==> src/rtl/fsc_pkg.sv <==
// Constants and carrier types for the flash supervisory call unit
`default_nettype none
package fsc_pkg;
    // Trap opcode and guard key value
    localparam logic [7:0] CALL_OPCODE = 8'h00;
    localparam logic [7:0] GUARD1_VALUE = 8'h3A;
    localparam logic [7:0] GUARD2_SP_OFFSET = 8'h03;
    // Function codes held in the accumulator
    localparam logic [7:0] FN_BOOT = 8'h00;
    localparam logic [7:0] FN_READ = 8'h01;
    localparam logic [7:0] FN_WRITE = 8'h02;
    localparam logic [7:0] FN_ERASE = 8'h03;
    localparam logic [7:0] FN_ERASE_ALL = 8'h05;
    localparam logic [7:0] FN_TABLE = 8'h06;
    localparam logic [7:0] FN_CSUM = 8'h07;
    // Parameter block, page 0, first byte and slot indices
    localparam logic [7:0] PRM_BASE = 8'hF8;
    localparam logic [2:0] PRM_GUARD1 = 3'h0;
    localparam logic [2:0] PRM_GUARD2 = 3'h1;
    localparam logic [2:0] PRM_BLOCK = 3'h2;
    localparam logic [2:0] PRM_PTR = 3'h3;
    localparam logic [2:0] PRM_CLK = 3'h4;
    localparam logic [2:0] PRM_DELAY = 3'h6;
    localparam logic [2:0] PRM_LAST = 3'h7;
    // Return codes
    localparam logic [7:0] RC_OK = 8'h00;
    localparam logic [7:0] RC_PROT = 8'h01;
    localparam logic [7:0] RC_SWRST = 8'h02;
    localparam logic [7:0] RC_FATAL = 8'h03;
    localparam logic [7:0] ZERO_BYTE = 8'h00;
    // Protection level bits: bit 0 blocks reads, bit 1 external writes
    localparam logic [1:0] PROT_FULL = 2'h3;
    localparam int PROT_RD_BIT = 0;
    localparam int PROT_EXTWR_BIT = 1;
    // Programming-pin entry: least hold time and clock rate
    localparam int ISP_HOLD_NS = 1000;
    localparam int CLK_PERIOD_NS = 8;
    localparam int ISP_HOLD_CYC = (ISP_HOLD_NS + CLK_PERIOD_NS - 1) / CLK_PERIOD_NS;
    // Flash engine operations and targets
    typedef enum logic [2:0] {
        FOP_BOOT = 3'h0, FOP_READ = 3'h1, FOP_WRITE = 3'h2, FOP_ERASE = 3'h3,
        FOP_PROG0 = 3'h4, FOP_TABLE = 3'h5, FOP_CSUM = 3'h6
    } fsc_fop_e;
    typedef enum logic [1:0] {
        TGT_USER = 2'h0, TGT_MACRO = 2'h1, TGT_PROT = 2'h2
    } fsc_tgt_e;
    // Request to the parameter SRAM
    typedef struct packed {
        logic req;
        logic we;
        logic [7:0] addr;
        logic [7:0] wdata;
    } fsc_sram_s;
    // Request to the flash programming engine
    typedef struct packed {
        logic start;
        fsc_fop_e op;
        fsc_tgt_e tgt;
        logic [7:0] blk;
        logic [7:0] ptr;
        logic [7:0] clkdiv;
        logic [7:0] delay;
    } fsc_flash_s;
endpackage : fsc_pkg
`default_nettype wire

==> src/rtl/fsc_unit.sv <==
// Supervisory call unit: key check, dispatch and flash sequencing
//
// What this block does
// - Opcode 00h traps into supervisory ROM by accumulator
// - Decode function codes 00,01,02,03,05,06,07
// - Undefined function from user code halts core
// - Bad key halts, except boot reset function
// - Parameter block lives at page 0 F8h-FFh
// - Return code lands in first key slot
// - Codes: 00 ok, 01 protect, 02 reset, 03 fatal
// - Refuse read/write/erase that protection level forbids
// - Flash control visible only inside supervisory ROM
// - Full erase never touches the auxiliary rows
// - Full erase: macro erase/zero/erase, then protection blocks
// - Pin pattern enters serial programming via test queue
// - Refusal clears accumulator and second key, leaves 01h
`default_nettype none
module fsc_unit #(
    parameter int N_MACRO = 2,   // Flash macros in the part
    parameter int N_PROT = 2     // Protection blocks to scrub
) (
    // Clock and reset
    input wire logic CLK_I,
    input wire logic RST_N_I,
    // Core instruction side
    input wire logic CALL_VALID_I,
    input wire logic [7:0] OPCODE_I,
    input wire logic [7:0] ACC_I,
    input wire logic [7:0] SP_I,
    output logic CALL_READY_O,
    output logic ACC_CLR_O,
    output logic HALT_O,
    output logic ROM_ACTIVE_O,
    // Parameter SRAM port
    output fsc_pkg::fsc_sram_s SRAM_O,
    input wire logic SRAM_ACK_I,
    input wire logic [7:0] SRAM_RDATA_I,
    // Flash engine and protection lookup
    output fsc_pkg::fsc_flash_s FLASH_O,
    input wire logic FLASH_DONE_I,
    input wire logic FLASH_ERR_I,
    input wire logic [7:0] FLASH_DATA_I,
    input wire logic [1:0] PROT_LEVEL_I,
    // Serial programming pins and test queue
    input wire logic USB_DP_I,
    input wire logic USB_DM_I,
    input wire logic TQ_VALID_I,
    input wire logic [7:0] TQ_FUNC_I,
    output logic ISP_MODE_O
);
    // One-hot sequencer states
    typedef enum logic [6:0] {
        S_IDLE = 7'b0000001, S_PRM = 7'b0000010, S_CHK = 7'b0000100,
        S_PROT = 7'b0001000, S_FLASH = 7'b0010000, S_WR = 7'b0100000,
        S_HALT = 7'b1000000
    } fsc_st_e;

    // Whole state of the unit
    typedef struct packed {
        fsc_st_e st;
        logic [7:0] func;         // Latched function code
        logic [7:0] sp_key;       // Expected second key
        logic ext;                // Call came from test queue
        logic hw_boot;            // Boot after hardware reset pending
        logic boot_hw;            // Running boot is the reset one
        logic [7:0][7:0] prm;     // Parameter block copy
        logic [2:0] idx;          // Parameter byte index
        logic phase;              // Full erase: 0 macros, 1 protection
        logic [1:0] step;         // Full erase step in a pass
        logic [7:0] unit;         // Macro or protection block number
        logic [7:0] rc;           // Return byte
        logic wr2;                // Second key still to clear
        logic halt_after;         // Halt once code is stored
        logic acc_clr;
        logic halt;
        logic dp1, dp2, dm1, dm2; // Pin synchronisers
        logic [15:0] isp_cnt;
        logic isp;
        logic ready;              // Call will be taken
        logic rom;                // Supervisory rom running
        fsc_pkg::fsc_sram_s sram;
        fsc_pkg::fsc_flash_s flash;
    } fsc_state_s;

    fsc_state_s s_ff;
    fsc_state_s nxt_s;
    logic call_go;
    logic user_go;
    logic [7:0] fn_in;

    // Defined function codes other than boot (00h)
    function automatic logic fn_known(input logic [7:0] f);
        fn_known = (f == fsc_pkg::FN_READ) || (f == fsc_pkg::FN_WRITE) ||
            (f == fsc_pkg::FN_ERASE) || (f == fsc_pkg::FN_ERASE_ALL) ||
            (f == fsc_pkg::FN_TABLE) || (f == fsc_pkg::FN_CSUM);
    endfunction : fn_known

    // Full-erase step to flash operation; auxiliary rows never targeted
    function automatic fsc_pkg::fsc_fop_e ea_op(input logic [1:0] st);
        ea_op = (st == 2'h1) ? fsc_pkg::FOP_PROG0 : fsc_pkg::FOP_ERASE;
    endfunction : ea_op

    // User opcode trap or test-queue call; only while idle
    assign user_go = CALL_VALID_I && (OPCODE_I == fsc_pkg::CALL_OPCODE);
    assign call_go = (s_ff.st == S_IDLE) && !s_ff.hw_boot &&
        (user_go || (s_ff.isp && TQ_VALID_I));
    assign fn_in = user_go ? ACC_I : TQ_FUNC_I;

    // Next-state logic
    always_comb
    begin
        nxt_s = s_ff;
        nxt_s.flash.start = 1'b0;
        nxt_s.acc_clr = 1'b0;
        // Programming-pin entry: D+ high, D- low held long enough
        nxt_s.dp1 = USB_DP_I;
        nxt_s.dp2 = s_ff.dp1;
        nxt_s.dm1 = USB_DM_I;
        nxt_s.dm2 = s_ff.dm1;
        if (s_ff.dp2 && !s_ff.dm2)
        begin
            if (s_ff.isp_cnt == 16'(fsc_pkg::ISP_HOLD_CYC - 1))
                nxt_s.isp = 1'b1;
            else
                nxt_s.isp_cnt = s_ff.isp_cnt + 16'h0001;
        end
        else
        begin
            nxt_s.isp_cnt = 16'h0000;
        end
        unique case (s_ff.st)
            S_IDLE:
            begin
                if (s_ff.hw_boot)
                begin
                    // Boot after reset needs no parameters
                    nxt_s.hw_boot = 1'b0;
                    nxt_s.boot_hw = 1'b1;
                    nxt_s.func = fsc_pkg::FN_BOOT;
                    nxt_s.flash.op = fsc_pkg::FOP_BOOT;
                    nxt_s.flash.start = 1'b1;
                    nxt_s.st = S_FLASH;
                end
                else if (call_go)
                begin
                    nxt_s.func = fn_in;
                    nxt_s.ext = !user_go;
                    nxt_s.boot_hw = 1'b0;
                    nxt_s.sp_key = SP_I + fsc_pkg::GUARD2_SP_OFFSET;
                    if (fn_in == fsc_pkg::FN_BOOT)
                    begin
                        // Boot skips the keys entirely
                        nxt_s.flash.op = fsc_pkg::FOP_BOOT;
                        nxt_s.flash.start = 1'b1;
                        nxt_s.st = S_FLASH;
                    end
                    else if (!fn_known(fn_in))
                    begin
                        // Unknown code: halt for user, ignore for queue
                        nxt_s.st = user_go ? S_HALT : S_IDLE;
                        nxt_s.halt = user_go;
                    end
                    else
                    begin
                        // Fetch the whole parameter block
                        nxt_s.idx = 3'h0;
                        nxt_s.sram = '{req: 1'b1, we: 1'b0,
                            addr: fsc_pkg::PRM_BASE, wdata: fsc_pkg::ZERO_BYTE};
                        nxt_s.st = S_PRM;
                    end
                end
            end
            S_PRM:
            begin
                if (SRAM_ACK_I)
                begin
                    nxt_s.prm[s_ff.idx] = SRAM_RDATA_I;
                    if (s_ff.idx == fsc_pkg::PRM_LAST)
                    begin
                        nxt_s.sram.req = 1'b0;
                        nxt_s.st = S_CHK;
                    end
                    else
                    begin
                        nxt_s.idx = s_ff.idx + 3'h1;
                        nxt_s.sram.addr = s_ff.sram.addr + 8'h01;
                    end
                end
            end
            S_CHK:
            begin
                nxt_s.flash.blk = s_ff.prm[fsc_pkg::PRM_BLOCK];
                nxt_s.flash.ptr = s_ff.prm[fsc_pkg::PRM_PTR];
                nxt_s.flash.clkdiv = s_ff.prm[fsc_pkg::PRM_CLK];
                nxt_s.flash.delay = s_ff.prm[fsc_pkg::PRM_DELAY];
                nxt_s.flash.tgt = fsc_pkg::TGT_USER;
                if ((s_ff.prm[fsc_pkg::PRM_GUARD1] != fsc_pkg::GUARD1_VALUE) ||
                    (s_ff.prm[fsc_pkg::PRM_GUARD2] != s_ff.sp_key))
                begin
                    nxt_s.halt = 1'b1;
                    nxt_s.st = S_HALT;
                end
                else if (s_ff.func == fsc_pkg::FN_ERASE_ALL)
                begin
                    nxt_s.phase = 1'b0;
                    nxt_s.step = 2'h0;
                    nxt_s.unit = 8'h00;
                    nxt_s.flash.tgt = fsc_pkg::TGT_MACRO;
                    nxt_s.flash.blk = 8'h00;
                    nxt_s.flash.op = ea_op(2'h0);
                    nxt_s.flash.start = 1'b1;
                    nxt_s.st = S_FLASH;
                end
                else if ((s_ff.func == fsc_pkg::FN_TABLE) ||
                    (s_ff.func == fsc_pkg::FN_CSUM))
                begin
                    nxt_s.flash.op = (s_ff.func == fsc_pkg::FN_TABLE) ?
                        fsc_pkg::FOP_TABLE : fsc_pkg::FOP_CSUM;
                    nxt_s.flash.start = 1'b1;
                    nxt_s.st = S_FLASH;
                end
                else
                begin
                    // Block lookup settles while in the protection state
                    nxt_s.st = S_PROT;
                end
            end
            S_PROT:
            begin
                // Reads: bit 0; queue writes: bit 1; full blocks all writes
                if (((s_ff.func == fsc_pkg::FN_READ) && PROT_LEVEL_I[fsc_pkg::PROT_RD_BIT]) ||
                    ((s_ff.func != fsc_pkg::FN_READ) &&
                    ((PROT_LEVEL_I == fsc_pkg::PROT_FULL) ||
                    (s_ff.ext && PROT_LEVEL_I[fsc_pkg::PROT_EXTWR_BIT]))))
                begin
                    nxt_s.rc = fsc_pkg::RC_PROT;
                    nxt_s.acc_clr = 1'b1;
                    nxt_s.wr2 = 1'b1;
                    nxt_s.sram = '{req: 1'b1, we: 1'b1,
                        addr: fsc_pkg::PRM_BASE, wdata: fsc_pkg::RC_PROT};
                    nxt_s.st = S_WR;
                end
                else
                begin
                    nxt_s.flash.op = (s_ff.func == fsc_pkg::FN_READ) ? fsc_pkg::FOP_READ :
                        (s_ff.func == fsc_pkg::FN_WRITE) ? fsc_pkg::FOP_WRITE :
                        fsc_pkg::FOP_ERASE;
                    nxt_s.flash.start = 1'b1;
                    nxt_s.st = S_FLASH;
                end
            end
            S_FLASH:
            begin
                if (FLASH_DONE_I)
                begin
                    if (FLASH_ERR_I)
                    begin
                        nxt_s.rc = fsc_pkg::RC_FATAL;
                        nxt_s.halt_after = 1'b1;
                    end
                    else if ((s_ff.func == fsc_pkg::FN_ERASE_ALL) &&
                        !(s_ff.phase && (s_ff.step == 2'h1) &&
                        (s_ff.unit == 8'(N_PROT - 1))))
                    begin
                        // Advance the erase/zero/erase walk
                        nxt_s.flash.start = 1'b1;
                        if ((!s_ff.phase && (s_ff.step == 2'h2)) ||
                            (s_ff.phase && (s_ff.step == 2'h1)))
                        begin
                            nxt_s.step = 2'h0;
                            if (!s_ff.phase && (s_ff.unit == 8'(N_MACRO - 1)))
                            begin
                                nxt_s.phase = 1'b1;
                                nxt_s.unit = 8'h00;
                                nxt_s.flash.tgt = fsc_pkg::TGT_PROT;
                            end
                            else
                            begin
                                nxt_s.unit = s_ff.unit + 8'h01;
                            end
                        end
                        else
                        begin
                            nxt_s.step = s_ff.step + 2'h1;
                        end
                        nxt_s.flash.blk = nxt_s.unit;
                        nxt_s.flash.op = ea_op(nxt_s.step);
                    end
                    else if ((s_ff.func == fsc_pkg::FN_TABLE) ||
                        (s_ff.func == fsc_pkg::FN_CSUM))
                    begin
                        nxt_s.rc = FLASH_DATA_I;
                    end
                    else
                    begin
                        nxt_s.rc = (s_ff.func == fsc_pkg::FN_BOOT) ?
                            fsc_pkg::RC_SWRST : fsc_pkg::RC_OK;
                    end
                    // Reset boot leaves the parameter block alone
                    if (!nxt_s.flash.start)
                    begin
                        nxt_s.st = s_ff.boot_hw ? S_IDLE : S_WR;
                        nxt_s.sram = '{req: !s_ff.boot_hw, we: 1'b1,
                            addr: fsc_pkg::PRM_BASE, wdata: nxt_s.rc};
                    end
                end
            end
            S_WR:
            begin
                if (SRAM_ACK_I)
                begin
                    if (s_ff.wr2)
                    begin
                        // Refusal also zeroes the second key
                        nxt_s.wr2 = 1'b0;
                        nxt_s.sram.addr = fsc_pkg::PRM_BASE + 8'(fsc_pkg::PRM_GUARD2);
                        nxt_s.sram.wdata = fsc_pkg::ZERO_BYTE;
                    end
                    else
                    begin
                        nxt_s.sram.req = 1'b0;
                        nxt_s.halt = s_ff.halt_after;
                        nxt_s.st = s_ff.halt_after ? S_HALT : S_IDLE;
                    end
                end
            end
            S_HALT:
            begin
                // Only reset leaves a halt
                nxt_s.halt = 1'b1;
            end
        endcase
        // Status outputs decoded ahead so they leave straight from flops
        nxt_s.ready = (nxt_s.st == S_IDLE) && !nxt_s.hw_boot;
        nxt_s.rom = (nxt_s.st != S_IDLE) && (nxt_s.st != S_HALT);
    end

    // State register
    always_ff @(posedge CLK_I or negedge RST_N_I)
    begin
        if (!RST_N_I)
        begin
            s_ff <= '0;
            s_ff.st <= S_IDLE;
            s_ff.hw_boot <= 1'b1;
        end
        else
        begin
            s_ff <= nxt_s;
        end
    end

    // Outputs straight from the state register
    assign CALL_READY_O = s_ff.ready;
    assign ROM_ACTIVE_O = s_ff.rom;
    assign ACC_CLR_O = s_ff.acc_clr;
    assign HALT_O = s_ff.halt;
    assign SRAM_O = s_ff.sram;
    assign FLASH_O = s_ff.flash;
    assign ISP_MODE_O = s_ff.isp;

    // Checks
    a_bad_key_halt: assert property (@(posedge CLK_I) disable iff (!RST_N_I)
        (s_ff.st == S_CHK) && (s_ff.prm[fsc_pkg::PRM_GUARD1] != fsc_pkg::GUARD1_VALUE)
        |=> HALT_O)
        else $error("bad first key did not halt");
    a_undef_halt: assert property (@(posedge CLK_I) disable iff (!RST_N_I)
        call_go && user_go && (ACC_I != fsc_pkg::FN_BOOT) && !fn_known(ACC_I)
        |=> HALT_O && (s_ff.st == S_HALT))
        else $error("undefined function did not halt");
    a_refuse_clr: assert property (@(posedge CLK_I) disable iff (!RST_N_I)
        ACC_CLR_O |-> SRAM_O.req && SRAM_O.we && (SRAM_O.wdata == fsc_pkg::RC_PROT))
        else $error("refusal did not store protection code");
    a_busy_block: assert property (@(posedge CLK_I) disable iff (!RST_N_I)
        (s_ff.st == S_PRM) |-> !CALL_READY_O && !call_go)
        else $error("call accepted while busy");
    a_rom_vis: assert property (@(posedge CLK_I) disable iff (!RST_N_I)
        FLASH_O.start |-> ROM_ACTIVE_O)
        else $error("flash started outside supervisory rom");
    a_no_aux: assert property (@(posedge CLK_I) disable iff (!RST_N_I)
        FLASH_O.start && (s_ff.func == fsc_pkg::FN_ERASE_ALL) |->
        (FLASH_O.tgt != fsc_pkg::TGT_USER))
        else $error("full erase aimed at wrong target");
    a_prot_pass: assert property (@(posedge CLK_I) disable iff (!RST_N_I)
        $rose(s_ff.phase) |-> (FLASH_O.tgt == fsc_pkg::TGT_PROT) &&
        (FLASH_O.op == fsc_pkg::FOP_ERASE) && $past(s_ff.step) == 2'h2)
        else $error("protection pass began wrongly");
    a_trap_entry: assert property (@(posedge CLK_I) disable iff (!RST_N_I)
        call_go && user_go && fn_known(ACC_I) |=> (s_ff.st == S_PRM) &&
        (SRAM_O.addr == fsc_pkg::PRM_BASE) ##1 ROM_ACTIVE_O)
        else $error("trap did not enter the rom");
    a_isp_entry: assert property (@(posedge CLK_I) disable iff (!RST_N_I)
        $rose(ISP_MODE_O) |-> $past(s_ff.dp2) && !$past(s_ff.dm2))
        else $error("programming mode entered without pin pattern");
    c_refused: cover property (@(posedge CLK_I) disable iff (!RST_N_I) ACC_CLR_O);
    c_erase_all: cover property (@(posedge CLK_I) disable iff (!RST_N_I) $rose(s_ff.phase));
    c_halted: cover property (@(posedge CLK_I) disable iff (!RST_N_I) $rose(HALT_O));
    c_isp: cover property (@(posedge CLK_I) disable iff (!RST_N_I) $rose(ISP_MODE_O));
endmodule : fsc_unit
`default_nettype wire

==> config.mk <==
export PLATFORM = sky130hd
export DESIGN_NAME = fsc_unit
export DESIGN_NICKNAME = d
export VERILOG_FILES = /design/src/rtl/fsc_pkg.sv /design/src/rtl/fsc_unit.sv
export SDC_FILE = /design/constraint.sdc
export NUM_CORES = 1
export LEC_CHECK = 0
export ABC_AREA = 1
export BUFFER_PORTS_ARGS = -buffer_cell sky130_fd_sc_hd__buf_2
export CAP_MARGIN = 40
export CORE_MARGIN = 10
export CORE_UTILIZATION = 50
export CTS_CLUSTER_SIZE = 40
export DETAILED_ROUTE_END_ITERATION = 8
export PLACE_DENSITY = 0.82
export RECOVER_POWER = 25
export SLEW_MARGIN = 20
export SYNTH_ARGS = -nofsm -noshare
export SYNTH_HDL_FRONTEND = slang
export SYNTH_SLANG_ARGS = --single-unit
==> constraint.sdc <==
create_clock -name CLK_I -period 4.7 [get_ports CLK_I]
set_input_delay 0.47 -clock CLK_I [delete_from_list [all_inputs] [get_ports CLK_I]]
set_output_delay 0.47 -clock CLK_I [all_outputs]
set_load 0.03 [all_outputs]
== Word-level counts from Yosys, hierarchy flattened ==
Index checks and enable logic that the tools add are counted.
Word-level totals
  bits in latches: 0
  output and inout port bits: 61
  RAM bits: 0
  bits of input ports: 59
  ROM bits: 0
  logic and storage cells: 278
  register bits: 195
  memories: 0
Operators by class
  multiply operators: 0
  divide/modulo/power cells: 0
  reduce and logical (&&, ||, !) cells: 65
  shifts and indexed selects: 0
  magnitude comparators: 2
  add/sub/neg operators: 6
  eq/ne operators: 57
  muxes and demuxes: 105
  bitwise gates (word level): 1
Operators by type and width (number)
  $mux W18: 5
  $mux W7: 12
  $mux W8: 9
  $mux W14: 5
  $bwmux W64: 1
  $mux W16: 4
  $eq A8 B3 Y1 const B: 6
  $mux W11: 4
  $ne A2 B2 Y1 const B: 22
  $pmux W7 S6: 1
  $pmux W8 S5: 1
  $mux W32: 1
  $pmux W8 S4: 1
  $demux W8 S3: 1
  $eq A8 B1 Y1 const B: 3
  $eq A8 B2 Y1 const B: 3
  $logic_not A8 Y1: 3
  $mux W24: 1
  $reduce_and A12 Y1: 2
  $reduce_and A8 Y1: 3
  $mux W2: 11
  $mux W22: 1
  $pmux W11 S2: 1
  $mux W3: 7
  other kinds (56): 128

== Depth between registers and ports, before layout ==
Gate-level depths: netlist of the first run.
  word-level depth: 20
  depth in mapped cells: 17
  mapped depth without buffers: 16

== Worst setup path after synthesis of the first run ==
OpenSTA, ideal clock, no wires.
  kind: input port to flip-flop
  start point: input OPCODE_I[5]
  end point: register s_ff, in the netlist SRAM_O[6]
  buffers on the path: 2
  stages on the path: 14
  path slack: 2.660 ns
  arrival: 1.922 ns
  data required time: 4.582 ns
  library setup time: 0.118 ns
  cell sequence: nor2_1 nand3_2 nor2_4 buf_6 nand2_2 nand2_2 nand2_1 nor2_2 nor2_2 nor2_1 nand2_2 buf_6 nand2_2 o21ai_2
Between the ends
  cells in the longest elaborated chain, start to end: 11
  elaborated cells between the ends (all ways): 21
  classes of those cells: 9 x eq/ne; 1 x mux; 11 x reduce/logical
RTL lines
  start, declared: line fsc_unit.sv:27  | input wire logic [7:0] OPCODE_I,
  $logic_not A8 Y1 (*): line fsc_unit.sv:104  | assign user_go = CALL_VALID_I && (OPCODE_I == fsc_pkg::CALL_OPCODE);
  $logic_and A1 B1 Y1 (*): line fsc_unit.sv:104
  $mux W8: line fsc_unit.sv:107  | assign fn_in = user_go ? ACC_I : TQ_FUNC_I;
  $eq A8 B1 Y1 or $eq A8 B2 Y1 (tied branches): line fsc_unit.sv:93  | fn_known = (f == fsc_pkg::FN_READ) || (f == fsc_pkg::FN_WRITE) ||
  $logic_or A1 B1 Y1 (2 in series): line fsc_unit.sv:93
  $logic_or A1 B1 Y1 (2 in series): line fsc_unit.sv:94  | (f == fsc_pkg::FN_ERASE) || (f == fsc_pkg::FN_ERASE_ALL) ||
  $logic_or A1 B1 Y1: line fsc_unit.sv:95  | (f == fsc_pkg::FN_TABLE) || (f == fsc_pkg::FN_CSUM);
  $ne A2 B1 Y1 (no line)
  $reduce_and A10 Y1 (no line) (*)
  end signal, assigned: line fsc_unit.sv:349  | s_ff <= nxt_s;
  end, declared: line fsc_unit.sv:85  | fsc_state_s s_ff;
Mark *: on every way between the ends. The rest lies on a longest branch, timed or not.
A chain may end at the register's enable or synchronous reset.

== Worst setup path after layout of the first run ==
  start point: register s_ff[189] in the netlist's numbering
  end point: register s_ff, in the netlist SRAM_O[4]
Between the ends
  cells in the longest elaborated chain, start to end: 5
  elaborated cells between the ends (all ways): 18
  classes of those cells: 13 x eq/ne; 1 x mux; 4 x reduce/logical
RTL lines
  $eq A7 B1 Y1: line fsc_unit.sv:105, fsc_unit.sv:131
  $logic_and A1 B1 Y1 (2 in series): line fsc_unit.sv:105  | assign call_go = (s_ff.st == S_IDLE) && !s_ff.hw_boot &&
  $ne A2 B2 Y1 (no line)
  $reduce_and A10 Y1 (no line)
Parallel ways exist; a longest one is shown, timed or not.

==> flow_summary.ini, run 1 <==
[critical_path]
rr_endpoint = SRAM_O[4]
required_ns = 5.06
r2r_setup_slack_ns = 1.66
worstRegToRegCells = 11
worstSetupEndpointType = flop
path_class = reg -> reg
r2r_start = s_ff[189]
cp-start-kind = flop
path_max_fanout = 16
crit_arrival_ns = 3.40

[placement]
hpwl_mm = 17.2
place.gp.congestion = 0.957
dpl_worst_slack_ns = 1.74
place_inst = 1477
io_buffers = 119

[sta]
relSlewSlack_pct = 22.8
grt_setup_unrepaired = no
hold_viol_final = 0
setup_viol = 0
max_freq_mhz = 329
clock-skew-final_ns = 0.0138
drv_slew = 0
fin_setup_tns_ns = 0
post-route-period-util_pct = 64.6
worst_pin_slew_ns = 1.16
postLayoutSetupSlackWorst_ns = 1.66
min_period_ns = 3.04

[cells_and_area]
layout_commonest_cell = nand2_1
diodes = 0
layout_common_cells = nand2_1, dfrtp_1, inv_1
fill_cells = 1679
final_cell_count_no_fill = 1510
drive_above_1_share_pct = 16.6
nets = 1333
syn2layout_area_growth_pct = 10.7

[cts]
post-cts-setup-buffers = 0
cts_buffer_depth = 2
ctsRootBufferMaster = clkbuf_16
cts_buffers = 17
clkTransAtPathRegs_ns = 0.07
htree_levels = 4
cts_resized = 0
clk_latency_ns = 0.44
hold_buffers = 1
clock-sinks = 179
cts_tree = built

[detailed_routing]
post_drt_via_cell_ratio = 5.34
drt_first_iter_violations = 771
vias = 8057
drc = 0
routed_wl_mm = 23.2
ant_nets = 0
route.detailed.wl_per_inst_um = 15.4
drt-pass1-iter-count = 5

[synth]
synth_edf_count = 0
synth.avg_cell_area_um2 = 7.91
ys.flop_type = dfrtp_1
synth.net_count = 1270
ys_seq_elements = 179
synthCells = 1200
yosysUniqueCellTypes = 48
ys_warn_count = 0
yosysSeqAreaShare_pct = 47.2
synthArstFlopShare_pct = 100
synth_area_um2 = 9490

[die]
die_h_um = 158
start_util_pct = 50.7
io_pins = 120
rows = 50
dieArea_um2 = 24900
core_um2 = 18700
die_w_um = 158

[run_status]
status = finished clean

[worst_hold_path]
hp-class = in -> reg
worstHoldEndpoint = nxt_s[75]
hold_start = USB_DM_I
min_path_cells = 1

[flow_run]
drv_cap = 0

[grt]
antenna_found_initial = 0
grt_pass1_wl_mm = 38.7
grt_usage_pct = 19.0
grt_max_degree = 82
globalRouteOverflowTotal = 0
grt_pass1_vias = 7867

[power_and_ir_drop]
ir_drop_uv = 244
leakage_nw = 5.42
power.density_nw_per_um2 = 294
clkPwrFrac_pct = 46.4
p_comb_share_pct = 3.6
seq_power_share_pct = 50.0
intPower_mw = 2.31
switching_share_pct = 25.3
p_sw_mw = 0.780
## kinds of logic after synthesis
logic type / Yosys count / synth area share [%]
simple gates: 568 / 26.4
buf+inv: 221 / 11.4
compound gates: 206 / 12.1
fa+ha+maj: 11 / 1.45
xor+xnor: 15 / 1.38
flops: 179 / 47.2
## worst max-delay path by stage
stage	from	endpoint	slack, ns
floorplan	OPCODE_I[5]	SRAM_O[6]	2.66
detailed placement	s_ff[189]	SRAM_O[4]	1.74
finish	s_ff[189]	SRAM_O[4]	1.66
global placement	s_ff[188]	SRAM_O[4]	1.84
CTS	s_ff[189]	SRAM_O[4]	1.72
global route	s_ff[189]	SRAM_O[4]	1.33
## metrics by stage
| stage | cell area [µm²] | hold WS, ns | util (%) | power [mW] |
|---|---|---|---|---|
| floorplan | 9490 | 0.174 | - | 1.61 |
| global placement | 9850 | 0.334 | 52.7 | 1.68 |
| detailed placement | 9920 | 0.322 | 53.0 | 1.69 |
| CTS | 10500 | 0.125 | 56.3 | 3.10 |
| global route | 10500 | 0.125 | 56.2 | 3.18 |
| finish | 10500 | 0.136 | 56.2 | 3.09 |
## per-layer routing
layer,global-route usage (%),vias to the layer above,wire (µm)
met5,0,-,0
met4,5.57,0,342
met3,3.85,28,1290
met2,30.8,246,11000
met1,25.1,3832,10600
li1,-,3951,-
## sequential cells by signal, summed over array words and instances, names as in the netlist
name          flops
ACC_CLR_O         1
CALL_READY_O      1
FLASH_O          38
HALT_O            1
ISP_MODE_O        1
ROM_ACTIVE_O      1
SRAM_O           18
nxt_s             2
s_ff            116
## synth_stat cells, types with 2 or more instances
master,number,area [µm²]
nand2_1,325,1220
dfrtp_1,177,4430
inv_1,132,495
o21ai_0,127,636
nor2_1,94,353
nand3_1,60,300
buf_4,57,428
a21oi_1,24,120
nor3_1,20,100
nand4_1,18,113
o22ai_1,14,87.6
xor2_1,13,114
clkbuf_1,12,45.0
ha_1,11,138
nor2_2,11,68.8
nor2_4,10,113
nand2_2,8,50.1
o21ai_2,8,70.1
a31oi_1,7,43.8
buf_2,7,35.0
inv_2,6,22.5
o21ai_1,6,30.0
nand3b_1,5,37.5
o211ai_1,5,37.5
buf_6,4,45.0
nand3_2,4,40.0
nor4_1,3,18.8
o21bai_1,3,22.5
or2_2,3,18.8
buf_1,2,7.51
dfstp_2,2,52.6
nand2_4,2,22.5
nor3b_1,2,15.0
o21a_1,2,15.0
o31ai_1,2,15.0
xnor2_1,2,17.5
## power groups by stage
stage / registers (mW) / clock network [mW] / logic [mW]
2_1_floorplan: 1.57 / 0 / 0.0370
3_3_place_gp: 1.57 / 0 / 0.108
3_5_place_dp: 1.57 / 0 / 0.113
4_1_cts: 1.54 / 1.45 / 0.114
5_1_grt: 1.54 / 1.51 / 0.127
6_report: 1.54 / 1.43 / 0.111
## final cells by class
type,count,area [µm²],share of cell area [%]
sequential,179,4480,42.6
clock buffer,18,439,4.18
timing repair buffer,126,697,6.63
tap,234,293,2.79
inverter,139,524,4.99
clock inverter,14,164,1.56
multi-input combinational,800,3910,37.2
## worst max-delay path: stages, from the launching register on
cell and delay (ns):
dfrtp_1 0.41, nor2_1 0.17, nand2_1 0.14, nor2_2 0.47, inv_2 0.26, nor2_4 0.22, nand3_1 0.42, o211ai_1 0.28
nor3_1 0.09, nand2_2 0.32, nand2_1 0.12, o21ai_2 0.07
Note: power is estimated with default switching activity, not from simulation.
==> inputs of run 2 (changes only) <==
--- a/config.mk
+++ b/config.mk
@@ -12,7 +12,7 @@
 export CORE_UTILIZATION = 50
 export CTS_CLUSTER_SIZE = 40
 export DETAILED_ROUTE_END_ITERATION = 8
-export PLACE_DENSITY = 0.82
+export PLACE_DENSITY = 0.85
 export RECOVER_POWER = 25
 export SLEW_MARGIN = 20
 export SYNTH_ARGS = -nofsm -noshare
==> constraint.sdc (replaced) <==
create_clock -name CLK_I -period 2.64 [get_ports CLK_I]
set_input_delay 0.264 -clock CLK_I [delete_from_list [all_inputs] [get_ports CLK_I]]
set_output_delay 0.264 -clock CLK_I [all_outputs]
set_load 0.03 [all_outputs]
==> flow_summary.ini, run 2 (synthesized netlist as in run 1, its figures left out) <==
[run_status]
status = finished clean

[critical_path]
worst_path_dominant_cell_family = simple AND/OR/NAND/NOR gates
path_max_fanout = 16
path_class = reg -> reg
required_ns = 2.96
crit_arrival_ns = 2.77
cpPeakStageDelay_ns = 0.42
worstRegToRegCells = 10
rr_endpoint = SRAM_O[3]
cp.buffers_inverters = 1
r2r_start = s_ff[92]
cp-start-kind = flop
cp_cell_sequence = inv_1, ha_1, nor3b_1, nand3_1, nand3_2, o211ai_1, nor3_1, nand2_2, nand2_1, o21ai_2
r2r_setup_slack_ns = 0.19
slowest_stage = dfrtp_1
worstSetupEndpointType = flop

[cells_and_area]
final_cell_count_no_fill = 1519
syn2layout_area_growth_pct = 11.7
layout_common_cells = nand2_1, dfrtp_1, inv_1
drive_above_1_share_pct = 17.3
fill_cells = 1611
largest_reg_flops = 116
largest_register = s_ff
nets = 1342
utilization_pct = 56.7
diodes = 0
layout_commonest_cell = nand2_1

[grt]
globalRouteOverflowTotal = 0
antenna_found_initial = 0
grt_pass1_wl_mm = 38.4
grt_max_degree = 68
grt_pass1_vias = 7800
grt_usage_pct = 19.0

[placement]
dpl_worst_slack_ns = 0.0998
place_inst = 1484
hpwl_mm = 17.2
place.gp.congestion = 0.939
io_buffers = 119

[sta]
fin_setup_tns_ns = 0
grt_setup_unrepaired = no
max_freq_mhz = 409
postLayoutSetupSlackWorst_ns = 0.193
clock-skew-final_ns = 0.0143
drv_slew = 0
worst_pin_slew_ns = 1.38
post-route-period-util_pct = 92.7
min_period_ns = 2.45
hold_viol_final = 0
setup_viol = 0
relSlewSlack_pct = 8.22

[cts]
ctsRootBufferMaster = clkbuf_16
clkTransAtPathRegs_ns = 0.08
htree_levels = 4
cts_buffers = 17
clock-sinks = 179
cts_tree = built
cts_buffer_depth = 2
clk_latency_ns = 0.44

[die]
die_h_um = 158
io_pins = 120
start_util_pct = 50.7
core_um2 = 18700
dieArea_um2 = 24900
die_w_um = 158
rows = 50

[detailed_routing]
route.detailed.wl_per_inst_um = 15.3
post_drt_via_cell_ratio = 5.34
ant_nets = 0
drt_first_iter_violations = 733
vias = 8104
routed_wl_mm = 23.3
drc = 0
drt-pass1-iter-count = 5

[worst_hold_path]
hp-class = in -> reg
worstHoldEndpoint = s_ff[172]
hold_start = SP_I[0]
min_path_cells = 2

[power_and_ir_drop]
ir_drop_uv = 463
leakage_nw = 5.50
power.density_nw_per_um2 = 521

[flow_run]
drv_cap = 0
## run 2: worst register-to-register path, stage by stage, from the launching register on
cell and delay [ns]:
dfrtp_1 0.42, inv_1 0.09, ha_1 0.14, nor3b_1 0.32, nand3_1 0.25, nand3_2 0.27, o211ai_1 0.15, nor3_1 0.19
nand2_2 0.28, nand2_1 0.16, o21ai_2 0.06
## run 2: worst max-delay path by stage
| stage | startpoint | to | slack (ns) | cells past startpoint |
|---|---|---|---|---|
| global route | s_ff[190] | s_ff[124] | 0.01 | 7 |
| CTS | s_ff[92] | SRAM_O[0] | 0.08 | 10 |
| floorplan | s_ff[92] | s_ff[99] | 0.70 | 13 |
| detailed placement | s_ff[92] | SRAM_O[0] | 0.1 | 10 |
| global placement | s_ff[92] | SRAM_O[2] | 0.19 | 10 |
| finish | s_ff[92] | SRAM_O[3] | 0.19 | 10 |
## run 2: metrics by stage
step	instance area, µm²	hold WS, ns	total power, mW
after global routing	10600	0.0410	5.72
after detailed placement	9950	0.249	3.00
final	10600	0.0413	5.53
after global placement	9950	0.249	3.00
after floorplan	9490	-0.0316	2.87
after CTS	10600	0.0340	5.57
## run 2: report_power, final
group          switching (mW)  leakage [nW]  total, mW  internal [mW]
sequential            0.00238          2.38       2.75           2.75
clock                    1.29         0.302       2.58           1.30
combinational           0.135          2.82      0.198         0.0633
## run 2: what timing repair did
action,4_1_cts,5_1_grt
hold buffers,3,0
setup buffers,0,0
endpoints found under the setup margin,0,16
endpoints found under the hold margin,54,0
gates resized for setup,0,1
## run 2: metal layers
layer  track usage (%)  part of all wire (%)  up-vias
met4              5.43                   1.4        0
met5                 0                     0        -
met1              24.9                    45     3820
met3              4.23                   6.4       31
met2              30.8                    47      292
li1                  -                     -     3961
## run 2: final cells by class
type	instances	area, µm²	area share, %
Tap cell	234	293	2.76
Inverter	139	524	4.94
Timing Repair Buffer	135	748	7.05
Clock inverter	15	203	1.91
Clock buffer	17	425	4.01
Multi-Input combinational cell	800	3930	37.1
Sequential cell	179	4480	42.3
==> inputs of run 3 (changes only) <==
==> constraint.sdc (replaced) <==
create_clock -name CLK_I -period 2.64 [get_ports CLK_I]
set_input_delay 0.66 -clock CLK_I [delete_from_list [all_inputs] [get_ports CLK_I]]
set_output_delay 0.66 -clock CLK_I [all_outputs]
set_load 0.03 [all_outputs]
==> flow_summary.ini, run 3 (synthesized netlist as in run 1, its figures left out) <==
[run_status]
status = finished clean

[detailed_routing]
drt-pass1-iter-count = 6
post_drt_via_cell_ratio = 5.39
drc = 0
vias = 8221
drt_first_iter_violations = 763
route.detailed.wl_per_inst_um = 15.3
routed_wl_mm = 23.3
ant_nets = 0

[grt]
grt_pass1_wl_mm = 38.6
antenna_found_initial = 0
grt_usage_pct = 19.1
grt_pass1_vias = 7992
grt_max_degree = 58
globalRouteOverflowTotal = 0

[placement]
dpl_worst_slack_ns = 0.0209
io_buffers = 119
place.gp.congestion = 0.965
hpwl_mm = 17.5

[sta]
drv_slew = 0
max_freq_mhz = 410
hold_viol_final = 0
post-route-period-util_pct = 92.4
postLayoutSetupSlackWorst_ns = 0.200
grt_setup_unrepaired = no
min_period_ns = 2.44
worst_pin_slew_ns = 1.46
setup_viol = 0
relSlewSlack_pct = 2.76
fin_setup_tns_ns = 0
clock-skew-final_ns = 0.0133

[power_and_ir_drop]
fin_total_pwr_mw = 5.47
ir_drop_uv = 495
leakage_nw = 5.52
power.density_nw_per_um2 = 515

[cts]
cts_resized = 0
clk_latency_ns = 0.45
cts_tree = built
clkTransAtPathRegs_ns = 0.07
hold_buffers = 0
htree_levels = 4
cts_buffer_depth = 2
clock-sinks = 179
cts_buffers = 17
ctsRootBufferMaster = clkbuf_16
post-cts-setup-buffers = 0

[critical_path]
cp.buffers_inverters = 1
slowest_stage = dfstp_2
path_max_fanout = 16
required_ns = 2.97
crit_arrival_ns = 2.77
crit_top_cell = nand2_1
cpPeakStageDelay_ns = 0.60
cp.depth = 11
worstSetupEndpointType = flop
path_class = reg -> reg
worst_path_dominant_cell_family = simple AND/OR/NAND/NOR gates
worstRegToRegCells = 11
cp-start-kind = flop
cp_cell_sequence = nor2_1, nand2_1, nor2_2, inv_2, nor2_4, nand3_1, o211ai_1, nor3_1, nand2_4, nand2_1, o21ai_2

[die]
dieArea_um2 = 24900
start_util_pct = 50.7
die_w_um = 158
core_um2 = 18700
die_h_um = 158
rows = 50
io_pins = 120

[cells_and_area]
layout_commonest_cell = nand2_1
drive_above_1_share_pct = 18.0
diodes = 0
layout_common_cells = nand2_1, dfrtp_1, inv_1
fill_cells = 1665
largest_reg_flops = 116
largest_register = s_ff
syn2layout_area_growth_pct = 12.0
nets = 1349

[worst_hold_path]
hp-class = in -> reg
min_path_cells = 1

[flow_run]
drv_cap = 0
[run 3: changes by cell type in the layout (fill, tap and decap cells not counted), moves of 2 or more]
cell	delta
buf_4	+10
dlygate4sd3_1	-3
inv_6	+3
inv_8	-2
[run 3: final timing paths]
kind	startpoint	endpoint	slack, ns
worst min-delay path	USB_DP_I	nxt_s[77]	0.32
min in group asynchronous	RST_N_I	SRAM_O[9]	0.53
worst max register to register	s_ff[188]	SRAM_O[5]	0.20
worst min register to register	nxt_s[75]	s_ff[75]	0.35
max in group asynchronous	RST_N_I	s_ff[93]	0.65
worst max-delay path	s_ff[188]	SRAM_O[5]	0.20
[run 3: layout make-up]
type | instances | area [µm²] | share of cell area [%]
multi-input cells | 800 | 3940 | 37.1
well taps | 234 | 293 | 2.75
inverters | 139 | 524 | 4.93
clock buffers | 18 | 429 | 4.04
flip-flops and latches | 179 | 4480 | 42.1
repair buffers | 142 | 781 | 7.34
clock inverters | 14 | 185 | 1.74
[run 3: where the power goes]
part	total, mW	leakage, nW	internal, mW	switching [mW]
sequential	2.75	2.38	2.75	0.00230
clock	2.53	0.294	1.29	1.25
combinational	0.195	2.85	0.0602	0.135
[run 3: layer usage]
metal  wire (µm)  part of all wire [%]  global-route usage, %  up-vias
met3        1770                   7.6                   4.64       47
met4         469                   2.0                   5.65        0
li1            -                     -                      -     3975
met5           0                     0                      0        -
met2       10900                    47                   30.9      309
met1       10200                    44                   24.7     3890
[run 3: through the flow]
stage          cell area (µm²)  hold WS [ns]  utilization, %  cells
2_1_floorplan             9490         0.331               -   1200
3_3_place_gp             10000         0.333            53.6   1494
3_5_place_dp             10000         0.336            53.6   1494
4_1_cts                  10600         0.183            56.9   1526
5_1_grt                  10600         0.310            56.9   1526
6_report                 10600         0.319            56.9   1526
